[config.mk]
export PLATFORM = sky130hd
export DESIGN_NAME = rco_top
export DESIGN_NICKNAME = d
export VERILOG_FILES = /design/src/rco_pkg.sv /design/src/rco_if.sv /design/src/rco_source.sv /design/src/rco_shaper.sv /design/src/rco_top.sv
export SDC_FILE = /design/constraint.sdc
export NUM_CORES = 1
export LEC_CHECK = 0
export BUFFER_PORTS_ARGS = -buffer_cell sky130_fd_sc_hd__buf_2
export CAP_MARGIN = 20
export CORE_ASPECT_RATIO = 1.1
export CORE_UTILIZATION = 25
export CTS_BUF_LIST = sky130_fd_sc_hd__clkbuf_8
export CTS_CLUSTER_SIZE = 24
export DETAILED_ROUTE_END_ITERATION = 16
export PLACE_DENSITY = 0.52
export SKIP_CTS_REPAIR_TIMING = 1
export SYNTH_ARGS = -nofsm -noshare
export SYNTH_HDL_FRONTEND = slang
export SYNTH_HIERARCHICAL = 1
export SYNTH_SLANG_ARGS = --single-unit
export TNS_END_PERCENT = 100
[constraint.sdc]
create_clock -name clk -period 3.5 [get_ports clk]
set_clock_uncertainty 0.2 [all_clocks]
set_input_delay 0.875 -clock clk [delete_from_list [all_inputs] [get_ports clk]]
set_output_delay 0.875 -clock clk [all_outputs]
set_load 0.02 [all_outputs]
[src/rco_pkg.sv]
package rco_pkg;
	// register indices; byte address is four times the index
	localparam logic [11:0] IDX_CONTROL   = 12'h895;
	localparam logic [11:0] IDX_SOURCE    = 12'h896;
	localparam logic [11:0] IDX_STATUS    = 12'h897;
	// control and source register fields
	localparam int          EN_BIT        = 7;
	localparam int          DUTY_HI       = 4;
	localparam int          DUTY_LO       = 3;
	localparam int          DIV_HI        = 2;
	localparam int          DIV_LO        = 0;
	localparam int          SRC_HI        = 3;
	// status register fields
	localparam int          ST_RUN_BIT    = 0;
	localparam int          ST_WAVE_BIT   = 1;
	localparam int          ST_SRCOK_BIT  = 2;
	// reset values
	localparam logic        EN_RST        = 1'h0;
	localparam logic [1:0]  DUTY_RST      = 2'h2;
	localparam logic [2:0]  DIV_RST       = 3'h0;
	localparam logic [3:0]  SRC_RST       = 4'h0;
	// source codes
	localparam logic [3:0]  SRC_MAIN      = 4'h0;
	localparam logic [3:0]  SRC_LAST      = 4'ha;
	localparam int          NUM_EXT_SRC   = 10;
	// divider and duty encodings
	localparam logic [2:0]  DIV_NONE      = 3'h0;
	localparam logic [1:0]  DUTY_ZERO     = 2'h0;
	// bus constants
	localparam logic [1:0]  HTRANS_NONSEQ = 2'h2;
	localparam logic [31:0] RDATA_NONE    = 32'h0000_0000;

	typedef enum logic [1:0] {
		ST_OFF = 2'b00,
		ST_ARM = 2'b01,
		ST_RUN = 2'b10
	} rco_state_e;
endpackage : rco_pkg

[src/rco_if.sv]
`timescale 1ns/1ps
`default_nettype none
interface rco_if;
	logic       base_lvl;
	logic       base_rise;
	logic       base_ok;
	logic       run;
	logic       restart;
	logic [2:0] div;
	logic [1:0] duty;
	logic       wave;

	modport src (output base_lvl, output base_rise, output base_ok);
	modport shp (input base_lvl, input base_rise, input run, input restart, input div, input duty, output wave);
	modport ctl (input base_lvl, input base_rise, input base_ok, input wave,
		output run, output restart, output div, output duty);
endinterface : rco_if
`default_nettype wire

[src/rco_source.sv]
`timescale 1ns/1ps
`default_nettype none
module rco_source #(
	parameter int NUM_SRC = rco_pkg::NUM_EXT_SRC
) (
	// clock and reset
	input  wire logic               clk,
	input  wire logic               rst_n,
	// sources and selection
	input  wire logic [NUM_SRC-1:0] src_clk_in,
	input  wire logic [3:0]         sel,
	input  wire logic               sleep_mode,
	// base clock out
	rco_if.src                      bus
);
	typedef struct packed {
		logic [NUM_SRC-1:0] sync1;
		logic [NUM_SRC-1:0] sync2;
		logic               fosc_tgl;
		logic               lvl;
	} rco_src_s;

	rco_src_s q;
	rco_src_s d;
	logic     sel_lvl;
	logic     ok;

	always_comb begin
		d = q;
		d.sync1 = src_clk_in;
		d.sync2 = q.sync1;
		// main clock cannot be sampled by itself, so it is halved
		d.fosc_tgl = ~q.fosc_tgl;
		ok = (sel <= rco_pkg::SRC_LAST) &&
			!(sleep_mode && sel == rco_pkg::SRC_MAIN);
		if (sel == rco_pkg::SRC_MAIN) begin
			sel_lvl = q.fosc_tgl;
		end else if (ok) begin
			sel_lvl = q.sync2[sel - 4'h1];
		end else begin
			sel_lvl = 1'b0;
		end
		d.lvl = sel_lvl & ok;
		bus.base_ok = ok;
		bus.base_lvl = sel_lvl & ok;
		bus.base_rise = sel_lvl & ok & ~q.lvl;
	end

	always_ff @(posedge clk or negedge rst_n) begin
		if (!rst_n) begin
			q <= '0;
		end else begin
			q <= d;
		end
	end
endmodule : rco_source
`default_nettype wire

[src/rco_shaper.sv]
`timescale 1ns/1ps
`default_nettype none
module rco_shaper (
	// clock and reset
	input  wire logic clk,
	input  wire logic rst_n,
	// base clock and settings
	rco_if.shp        bus
);
	typedef struct packed {
		logic [6:0] cnt;
		logic       wave;
	} rco_shp_s;

	rco_shp_s   q;
	rco_shp_s   d;
	logic [6:0] cnt_now;
	logic [6:0] mask;
	logic [7:0] half;
	logic [8:0] thr;

	always_comb begin
		d = q;
		mask = 7'((8'h01 << bus.div) - 8'h01);
		// live divider change may land past the mask; wrap at once
		if (bus.restart) begin
			cnt_now = 7'h00;
		end else if (bus.base_rise) begin
			cnt_now = (q.cnt >= mask) ? 7'h00 : 7'(q.cnt + 7'h01);
		end else begin
			cnt_now = q.cnt;
		end
		d.cnt = bus.run ? cnt_now : 7'h00;
		// position in half periods of the base clock
		half = {cnt_now, ~bus.base_lvl};
		thr = (9'({7'h00, bus.duty}) << bus.div) >> 1;
		if (!bus.run) begin
			d.wave = 1'b0;
		end else if (bus.div == rco_pkg::DIV_NONE) begin
			d.wave = (bus.duty != rco_pkg::DUTY_ZERO) & bus.base_lvl;
		end else begin
			d.wave = {1'b0, half} < thr;
		end
		bus.wave = q.wave;
	end

	always_ff @(posedge clk or negedge rst_n) begin
		if (!rst_n) begin
			q <= '0;
		end else begin
			q <= d;
		end
	end
endmodule : rco_shaper
`default_nettype wire

[src/rco_top.sv]
// Local design decision: the AHB-Lite interface to the registers.
`timescale 1ns/1ps
`default_nettype none
module rco_top #(
	parameter int NUM_SRC = rco_pkg::NUM_EXT_SRC
) (
	// clock and reset
	input  wire logic               clk,
	input  wire logic               rst_n,
	// ahb-lite slave
	input  wire logic               hsel,
	input  wire logic [31:0]        haddr,
	input  wire logic [1:0]         htrans,
	input  wire logic               hwrite,
	input  wire logic [2:0]         hsize,
	input  wire logic [31:0]        hwdata,
	input  wire logic               hready,
	output logic                    hreadyout,
	output logic [31:0]             hrdata,
	output logic                    hresp,
	// clock sources, codes 1 and up
	input  wire logic [NUM_SRC-1:0] src_clk_in,
	// power state
	input  wire logic               sleep_mode,
	// generated clock
	output logic                    reference_clock_output_pin,
	output logic                    ref_clk_internal
);
	typedef struct packed {
		logic                 en;
		logic [1:0]           duty;
		logic [2:0]           div;
		logic [3:0]           src;
		rco_pkg::rco_state_e  state;
		logic                 wr_pend;
		logic                 wr_hit;
		logic [11:0]          wr_idx;
		logic [31:0]          rdata;
	} rco_top_s;

	rco_top_s   q;
	rco_top_s   d;
	logic [1:0] rst_sync_q;
	logic       rst_sync_n;
	logic       take;
	logic       addr_ok;
	logic       go;
	logic       restart;
	logic       run;

	rco_if link ();

	// reset release through two flops
	always_ff @(posedge clk or negedge rst_n) begin
		if (!rst_n) begin
			rst_sync_q <= 2'h0;
		end else begin
			rst_sync_q <= {rst_sync_q[0], 1'b1};
		end
	end

	assign rst_sync_n = rst_sync_q[1];

	rco_source #(
		.NUM_SRC    (NUM_SRC)
	) u_source (
		.clk        (clk),
		.rst_n      (rst_sync_n),
		.src_clk_in (src_clk_in),
		.sel        (q.src),
		.sleep_mode (sleep_mode),
		.bus        (link.src)
	);

	rco_shaper u_shaper (
		.clk   (clk),
		.rst_n (rst_sync_n),
		.bus   (link.shp)
	);

	// word-aligned decode of the mapped window
	function automatic logic is_mapped(input logic [31:0] a);
		logic [11:0] idx;
		idx = a[13:2];
		is_mapped = (a[31:14] == 18'h00000) && (a[1:0] == 2'h0) &&
			(idx == rco_pkg::IDX_CONTROL || idx == rco_pkg::IDX_SOURCE || idx == rco_pkg::IDX_STATUS);
	endfunction : is_mapped

	always_comb begin
		d = q;
		take = hsel & hready & (htrans == rco_pkg::HTRANS_NONSEQ);
		addr_ok = is_mapped(haddr);

		// data phase of a write; unmapped writes are dropped
		if (q.wr_pend && q.wr_hit) begin
			if (q.wr_idx == rco_pkg::IDX_CONTROL) begin
				d.en = hwdata[rco_pkg::EN_BIT];
				d.duty = hwdata[rco_pkg::DUTY_HI:rco_pkg::DUTY_LO];
				d.div = hwdata[rco_pkg::DIV_HI:rco_pkg::DIV_LO];
			end else if (q.wr_idx == rco_pkg::IDX_SOURCE) begin
				d.src = hwdata[rco_pkg::SRC_HI:0];
			end
		end

		// address phase capture
		d.wr_pend = take & hwrite;
		d.wr_hit = take & hwrite & addr_ok;
		d.wr_idx = take ? haddr[13:2] : q.wr_idx;

		// read data prepared from the updated copy so a write just
		// before a read is seen by it
		if (take && !hwrite) begin
			d.rdata = rco_pkg::RDATA_NONE;
			if (addr_ok && haddr[13:2] == rco_pkg::IDX_CONTROL) begin
				d.rdata[rco_pkg::EN_BIT] = d.en;
				d.rdata[rco_pkg::DUTY_HI:rco_pkg::DUTY_LO] = d.duty;
				d.rdata[rco_pkg::DIV_HI:rco_pkg::DIV_LO] = d.div;
			end else if (addr_ok && haddr[13:2] == rco_pkg::IDX_SOURCE) begin
				d.rdata[rco_pkg::SRC_HI:0] = d.src;
			end else if (addr_ok && haddr[13:2] == rco_pkg::IDX_STATUS) begin
				d.rdata[rco_pkg::ST_RUN_BIT] = (q.state == rco_pkg::ST_RUN);
				d.rdata[rco_pkg::ST_WAVE_BIT] = link.wave;
				d.rdata[rco_pkg::ST_SRCOK_BIT] = link.base_ok;
			end
		end

		// output sequencing
		go = q.en & link.base_ok;
		// start only on a base rising edge so the first high is whole
		restart = (q.state == rco_pkg::ST_ARM) & go & link.base_rise;
		run = go & ((q.state == rco_pkg::ST_RUN) | restart);

		unique case (q.state)
			rco_pkg::ST_OFF: begin
				if (go) begin
					d.state = rco_pkg::ST_ARM;
				end
			end
			rco_pkg::ST_ARM: begin
				if (!go) begin
					d.state = rco_pkg::ST_OFF;
				end else if (link.base_rise) begin
					d.state = rco_pkg::ST_RUN;
				end
			end
			rco_pkg::ST_RUN: begin
				if (!go) begin
					d.state = rco_pkg::ST_OFF;
				end
			end
			default: begin
				d.state = rco_pkg::ST_OFF;
			end
		endcase
	end

	assign link.run = run;
	assign link.restart = restart;
	assign link.div = q.div;
	assign link.duty = q.duty;

	always_ff @(posedge clk or negedge rst_sync_n) begin
		if (!rst_sync_n) begin
			q.en <= rco_pkg::EN_RST;
			q.duty <= rco_pkg::DUTY_RST;
			q.div <= rco_pkg::DIV_RST;
			q.src <= rco_pkg::SRC_RST;
			q.state <= rco_pkg::ST_OFF;
			q.wr_pend <= 1'b0;
			q.wr_hit <= 1'b0;
			q.wr_idx <= 12'h000;
			q.rdata <= rco_pkg::RDATA_NONE;
		end else begin
			q <= d;
		end
	end

	// zero wait states; every access answers okay
	assign hreadyout = 1'b1;
	assign hresp = 1'b0;
	assign hrdata = q.rdata;

	// same flopped wave to pin and peripherals
	assign reference_clock_output_pin = link.wave;
	assign ref_clk_internal = link.wave;
endmodule : rco_top
`default_nettype wire

==> summary.md, run 1 <==
| Metric | Value |
|---|---|
| Status | finished, violations left |
| Failing checks | negative setup slack |
| CP Launch Type | flop |
| Critical path depth in cells | 15 |
| Crit-path most repeated cell | ha_1 |
| Mapped Area | 0.00363 mm^2 |
| Crit path DAT | approximately 3.6 ns |
| Post-synth EDFFs | 0 |
| Fraction of layout cells with a size suffix above 1 | approximately two fifths |
| Initial antenna violation count | 0 |
| Routability cong. | between 0.8 and 0.9 |
| Die area | 0.0150 mm^2 |
| Vias per cell | between 4 and 5 |
| Worst EP required | ~3.6 ns |
| Longest Clk Path Bufs | 2 |
| Setup crit end | u_shaper/bus.wave$_DFF_PN0_ |
| Register-to-Register Path Depth | 15 |
| Placed insts | just under 600 |
| Seq cells post-synth | 64 |
| RSZ-0062 raised after global routing | true |
| Placeable Area | between 0.01 and 0.015 mm^2 |
| Power Density | around 390 mW/mm^2 |
| Vias | ~2700 |
| Final cell count without fillers | roughly 610 |
| Largest net degree at the start of global routing | 24 |
| First drt pass iteration count | 4 |
| Origin of the critical flop-to-flop path | link.div[1]$_DFF_PN0_ |
| Post-Place Worst Slack | -0.185 ns |
| Worst path max stage delay | around 0.42 ns |
| Worst-path cell chain | or3_4, ha_4, nor3_2, a21oi_1, o21a_1, ha_1, a21o_1, a221oi_4, nor2b_4, nor4_4, ha_1, nand2_1, and4b_1, o221ai_1, o22ai_1 |
| Initial Util | between 20 and 30% |
| Drt drc | 0 |
| Fmax | around 0.28 GHz |
| Worst-margin pin slew | 0.565 ns |
| Slowest CP cell | or3_4 |
| Tmin final | ~3.6 ns |
| Die Span Y | approximately 130 um |
| Slew Viols, Final | 0 |
| Post-route ant nets | 0 |
| Maximum vdd drop | between 0.2 and 0.3 mV |
| Clock Sink Count | 64 |
| Sequential area share after synthesis | ~44% |
| Hold WC Path Type | flop to async pin |
| Fraction of registers with async set/reset | 100% |
| R2R setup slack | -0.05 ns |
| WL/cell | 12.4 um |
| Post-Syn Instances | 325 |
| CTS root buffer | clkbuf_8 |
| Crit Path Category | flop to flop |
| Max-slew headroom | 61.4% |
| Final setup viols | 1 |
| Die width | approximately 120 um |
| Top_reg_cell synth | dfrtp_1 |
| Total power draw | about 0.0018 W |
| Setup ws final | -0.0514 ns |
| FILL cells | 1444 |
| YS warnings | 6 |
| Worst Path Buf+Inv | 0 |
| Iteration-0 DRC Markers | 54 |
| Worst Setup SP | link.div[1]$_DFF_PN0_ |
| # H-tree levels | 3 |
| Final worst path period share | 101% |
| Syn_area_per_cell | between 10 and 15 um^2 |
| Port Buffers | 63 |
| CTS clock-pin slew for the worst setup and hold paths | approximately 0.07 ns |
| Synthesis-to-layout area growth | 25.4% |
| Max Cap Viol | 0 |
| Cell family with most CP delay | simple AND/OR/NAND/NOR gates |
| Ant diodes | 0 |
| Leakage power figure | approximately 2 nW |
| DRT Wirelength | 7.52 mm |
| Std-Cell Rows | 45 |
| Critical path capture point type | flop |
| IO Count | between 100 and 150 |
| First-pass GRT wire length | around 12 mm |
| Hold WS | about 0.025 ns |
| Total gr overflow | 0 |
| Yosys cell types | 60 |
| Worst-path fanout max | 8 |
| Final Hold Fails | 0 |
| Overall Global Routing Usage | a little over a tenth |
| Hpwl dp | 6.01 mm |
| Nets | 515 |
| CTS tree | yes |
| Vias in the first global route | around 2500 |
| CTS Buf Count | 9 |
| Clk_lat worst skew | approximately 0.34 ns |
| RR Endpoint | u_shaper/bus.wave$_DFF_PN0_ |
-- worst min path at each step --
stage / start / to / slack (ns) / cells past startpoint
finish: rst_sync_q[1]$_DFF_PN0_ / u_source/d[2]$_DFF_PN0_ / 0.03 / 0
global route: rst_sync_q[1]$_DFF_PN0_ / u_source/d[4]$_DFF_PN0_ / 0.08 / 0
CTS: rst_sync_q[1]$_DFF_PN0_ / u_source/d[2]$_DFF_PN0_ / 0.05 / 0
detailed placement: rst_sync_q[1]$_DFF_PN0_ / u_source/d[2]$_DFF_PN0_ / 0.03 / 0
global placement: rst_sync_q[1]$_DFF_PN0_ / u_source/d[4]$_DFF_PN0_ / 0.04 / 0
floorplan: rst_sync_q[0]$_DFF_PN0_ / rst_sync_q[1]$_DFF_PN0_ / 0.13 / 0
-- through the flow --
step                instance area, um^2  util, %  setup TNS (ns)
floorplan                          3780        -         -0.0734
global placement                   4180     29.8          -0.179
detailed placement                 4180     29.8          -0.185
CTS                                4400     31.4          -0.217
global route                       4560     32.5          -0.260
finish                             4560     32.5         -0.0514
-- flip-flops by register name (all words and copies together) (netlist names) --
signal             cells
q                     21
u_source/q            12
u_source/d            10
u_shaper/q             7
hrdata                 6
link.div               3
link.duty              2
rst_sync_q             2
u_shaper/bus.wave      1
-- layout make-up --
type,instances,area [um^2],share of cell area (%)
Tap cell,188,235,5.16
Sequential cell,64,1600,35.2
Timing Repair Buffer,97,583,12.8
Clock inverter,6,83.8,1.84
Clock buffer,10,138,3.02
Multi-Input combinational cell,234,1890,41.5
Inverter,6,22.5,0.494
-- per-layer routing --
metal,GRT usage (%),routed length (um),up-vias
met2,18.6,3960,77
met3,2.73,352,11
li1,-,-,1297
met4,4.24,102,0
met1,11.7,3110,1300
met5,0,0,-
-- power breakdown --
group          switching, W  internal (W)  leakage (nW)
logic              0.000133      0.000126          1.15
registers         0.0000386      0.000793         0.792
clock network      0.000272      0.000416         0.110
total              0.000443       0.00133          2.05
-- cell usage in the layout (no fill, tap or decap), types with 8 or more instances in the layout --
| master | netlist | layout |
|---|---|---|
| nand4_1 | 8 | 8 |
| buf_2 | 6 | 63 |
| mux2_2 | 20 | 20 |
| nor2_1 | 12 | 9 |
| buf_4 | 36 | 33 |
| nor4_1 | 11 | 11 |
| clkbuf_8 | 0 | 10 |
| a21oi_1 | 8 | 8 |
| conb_1 | 2 | 29 |
| dfrtp_1 | 63 | 62 |
| nand2b_1 | 8 | 8 |
| nand2_1 | 27 | 27 |
| ha_1 | 18 | 16 |
-- cells by family after synthesis --
kind of cell,count (synthesis),synth area share [%]
compound gates,36,7.30
xor+xnor,9,2.17
fa+ha+maj,18,6.20
buf+inv,54,9.92
flops,64,44.1
mux,29,9.37
other cells,2,0.207
simple gates,113,20.7
-- cells in the mapped netlist (4+ instances only) --
master / count / area [um^2]
a21oi_1: 8 / 40.0
buf_2: 6 / 30.0
buf_4: 36 / 270
clkbuf_1: 4 / 15.0
dfrtp_1: 63 / 1580
ha_1: 18 / 225
inv_1: 6 / 22.5
mux2_2: 20 / 225
mux2i_1: 4 / 40.0
nand2_1: 27 / 101
nand2b_1: 8 / 50.1
nand3_1: 7 / 35.0
nand4_1: 8 / 50.1
nor2_1: 12 / 45.0
nor2b_1: 7 / 43.8
nor3_1: 4 / 20.0
nor4_1: 11 / 68.8
nor4_2: 5 / 62.6
nor4b_1: 6 / 52.6
o211ai_1: 4 / 30.0
xnor2_1: 6 / 52.6
Note: power is estimated with default switching activity, not from simulation.
==> inputs of run 2 (changes only) <==
- CORE_UTILIZATION: 25 -> 36
- PLACE_DENSITY: 0.52 -> 0.67
- SKIP_LAST_GASP: unset -> 1
==> run 2 against run 1 <==
  * The flow finishes with violations (design-rule violations, negative setup slack)
  * Global-route usage increased by 4.0 points
  * Register-to-register slack lost 0.03 ns
  * Cell area down 3.7%
  * Utilization grew 12 points
  * Flip-flop and latch count unchanged
  * Die area is 30% lower
  * Final cell count down 12%
  * Worst setup slack got worse by 0.030 ns
  * Count of clock-buffer cells in the layout down 1
  * Critical path depth shrank 1
  * Maximum frequency decreased by 0.83%
  * Largest cell class unchanged
  * Highest routed layer unchanged
==> summary.md, run 2 (same netlist as run 1, synthesis figures left out) <==
| Metric | Value |
|---|---|
| Status | finished, violations left |
| Failing checks | design-rule violations, negative setup slack |
| Initial Util | 36.9% (+11 points) |
| DRT Wirelength | 7.18 mm (-4.5%) |
| Maximum vdd drop | 0.281 mV (+1.5%) |
| Crit Path Category | flop to flop |
| Slowest CP cell | dfrtp_1 |
| Overall Global Routing Usage | 14.4% (+4.0 points) |
| WL/cell | 13.5 um (+8.7%) |
| Max reg flops | 21 (unchanged) |
| Placed insts | 515 (-12%) |
| Final Hold Fails | 0 (unchanged) |
| Leakage power figure | 2.02 nW (-1.9%) |
| CTS clock-pin slew for the worst setup and hold paths | 0.08 ns (about the same) |
| First-pass GRT wire length | 12.0 mm (+0.12%) |
| Post-Place Worst Slack | -0.107 ns (+0.0787 ns) |
| Fmax | 0.279 GHz (-0.83%) |
| CTS tree | yes |
| Post-route ant nets | 0 (unchanged) |
| Reg power frac | 48.1% (+1.3 points) |
| CTS root buffer | clkbuf_8 |
| Max Cap Viol | 0 (unchanged) |
| Die width | 97.8 um (-16%) |
| Hold WC Path Type | flop to async pin |
| Largest net degree at the start of global routing | 53 (+120%) |
| Die Span Y | 107 um (-16%) |
| Vias | 2661 (-0.89%) |
| Clock power share | 37.1% (-1.6 points) |
| Worst-margin pin slew | 0.660 ns (+0.0951 ns) |
| Finished layout cell area | 0.00439 mm^2 (-3.7%) |
| Internal power | 0.00125 W (-6.2%) |
| Nets | 510 (-0.97%) |
| Synthesis-to-layout area growth | 20.8% |
| Slew Viols, Final | 0 (unchanged) |
| Fraction of layout cells with a size suffix above 1 | 39.3% (-0.49 points) |
| Cell family with most CP delay | compound AO/OA/AOI/OAI gates |
| Combinational fraction of design power | 14.8% (+0.3 points) |
| Drt drc | 4 (+4) |
| Final cell count without fillers | 532 (-12%) |
| Power Density | 393 mW/mm^2 (+0.87%) |
| Initial antenna violation count | 0 (unchanged) |
| Tmin final | 3.58 ns (+0.0298 ns) |
| Worst path max stage delay | 0.41 ns (about the same) |
| Placeable Area | 0.00984 mm^2 (-30%) |
| Total gr overflow | 0 (unchanged) |
| Worst-path fanout max | 8 (unchanged) |
| IO Count | 121 (unchanged) |
| Die area | 0.0105 mm^2 (-30%) |
| Hpwl dp | 5.63 mm (-6.3%) |
| FILL cells | 919 (-36%) |
| Ant diodes | 0 (unchanged) |
| Worst-path cell chain | or3_4, ha_4, nor3_2, a21oi_1, o21a_1, ha_1, a21o_1, a221oi_2, nor2b_2, nor4_2, ha_1, a21oi_1, o221ai_1, o22ai_1 |
| Worst EP required | 3.55 ns (about the same) |
| Port Buffers | 63 (unchanged) |
| CP Launch Type | flop |
| Worst Path Buf+Inv | 0 (unchanged) |
| Commonest non-fill, non-tap cells in the layout | 63 x buf_2, 62 x dfrtp_1, 29 x conb_1 |
| Sw Share | 27.5% (+2.5 points) |
| Final setup viols | 1 (unchanged) |
| Biggest register | q |
| Vias per cell | 5.00 (+13%) |
| Critical path capture point type | flop |
| Total power draw | 0.00173 W (-2.9%) |
| Std-Cell Rows | 38 (-16%) |
| Clk_lat worst skew | 0.33 ns (about the same) |
| Crit path DAT | 3.63 ns (+0.03 ns) |
| CTS Buf Count | 9 (unchanged) |
| Iteration-0 DRC Markers | 88 (+63%) |
| Vias in the first global route | 2637 (+5.7%) |
| Max-slew headroom | 55.7% (-5.7 points) |
| Most common cell after layout, fill and taps aside | buf_2 |
| NetSw | 0.000474 W (+7.0%) |
| Placed inst area | 0.00409 mm^2 (-2.0%) |
| Routability cong. | 0.832 (+2.9%) |
| Clock Sink Count | 64 (unchanged) |
| RSZ-0062 raised after global routing | true |
| # H-tree levels | 3 (unchanged) |
| Setup ws final | -0.0812 ns (-0.0298 ns) |
| Final worst path period share | 102% (+0.85 points) |
| Longest Clk Path Bufs | 2 (unchanged) |
| Core occupancy in the finished layout | 44.6% (+12 points) |
| First drt pass iteration count | 10 (+6) |
## run 2: path summary, 6_finish.rpt
| check | depth (start not counted) | from | slack (ns) | endpoint |
|---|---|---|---|---|
| hold reg to reg | 0 | rst_sync_q[1]$_DFF_PN0_ | 0.02 | u_source/q[5]$_DFF_PN0_ |
| setup reg to reg | 14 | link.div[2]$_DFF_PN0_ | -0.08 | u_shaper/bus.wave$_DFF_PN0_ |
| setup / recovery | 14 | link.div[2]$_DFF_PN0_ | -0.08 | u_shaper/bus.wave$_DFF_PN0_ |
| hold / removal | 0 | rst_sync_q[1]$_DFF_PN0_ | 0.02 | u_source/q[5]$_DFF_PN0_ |
| min in group clk | 0 | u_source/d[8]$_DFF_PN0_ | 0.15 | u_source/q[8]$_DFF_PN0_ |
| max in group asynchronous | 1 | rst_sync_q[1]$_DFF_PN0_ | 2.49 | link.duty[1]$_DFF_PN1_ |
## run 2: through the flow
stage / hold WS, ns / TNS (ns)
floorplan: 0.131 / -0.0734
global placement: 0.134 / -0.102
detailed placement: 0.135 / -0.107
CTS: 0.0905 / -0.167
global route: 0.0590 / -0.367
finish: 0.0195 / -0.0812
## run 2: cell type report
cell class	count	area, um^2	area share [%]
sequential	64	1600	36.5
multi-input combinational	234	1870	42.5
timing repair buffer	92	546	12.4
clock buffer	9	124	2.82
clock inverter	7	77.6	1.77
inverter	6	22.5	0.513
tap	120	150	3.42
## run 2: worst reg2reg max path, stage by stage, from the launching register on
cell and delay [ns]:
dfrtp_1 0.41, or3_4 0.41, ha_4 0.19, nor3_2 0.09, a21oi_1 0.05, o21a_1 0.18
ha_1 0.31, a21o_1 0.17, a221oi_2 0.26, nor2b_2 0.15, nor4_2 0.26, ha_1 0.29
a21oi_1 0.17, o221ai_1 0.15, o22ai_1 0.20
## run 2: power groups by stage
| stage | combinational [W] | clock, W | sequential, W |
|---|---|---|---|
| 2_1_floorplan | 0.000188 | 0 | 0.000839 |
| 3_3_place_gp | 0.000229 | 0 | 0.000848 |
| 3_5_place_dp | 0.000236 | 0 | 0.000851 |
| 4_1_cts | 0.000237 | 0.000655 | 0.000837 |
| 5_1_grt | 0.000283 | 0.000695 | 0.000839 |
| 6_report | 0.000255 | 0.000641 | 0.000831 |
## run 2: per-layer routing
metal / wire length (um) / share of wire (%) / global-route usage (%)
met5: 0 / 0 / 0
met4: 116 / 1.6 / 5.41
met3: 267 / 3.7 / 3.12
met2: 3800 / 53 / 25.3
met1: 2990 / 42 / 17.4
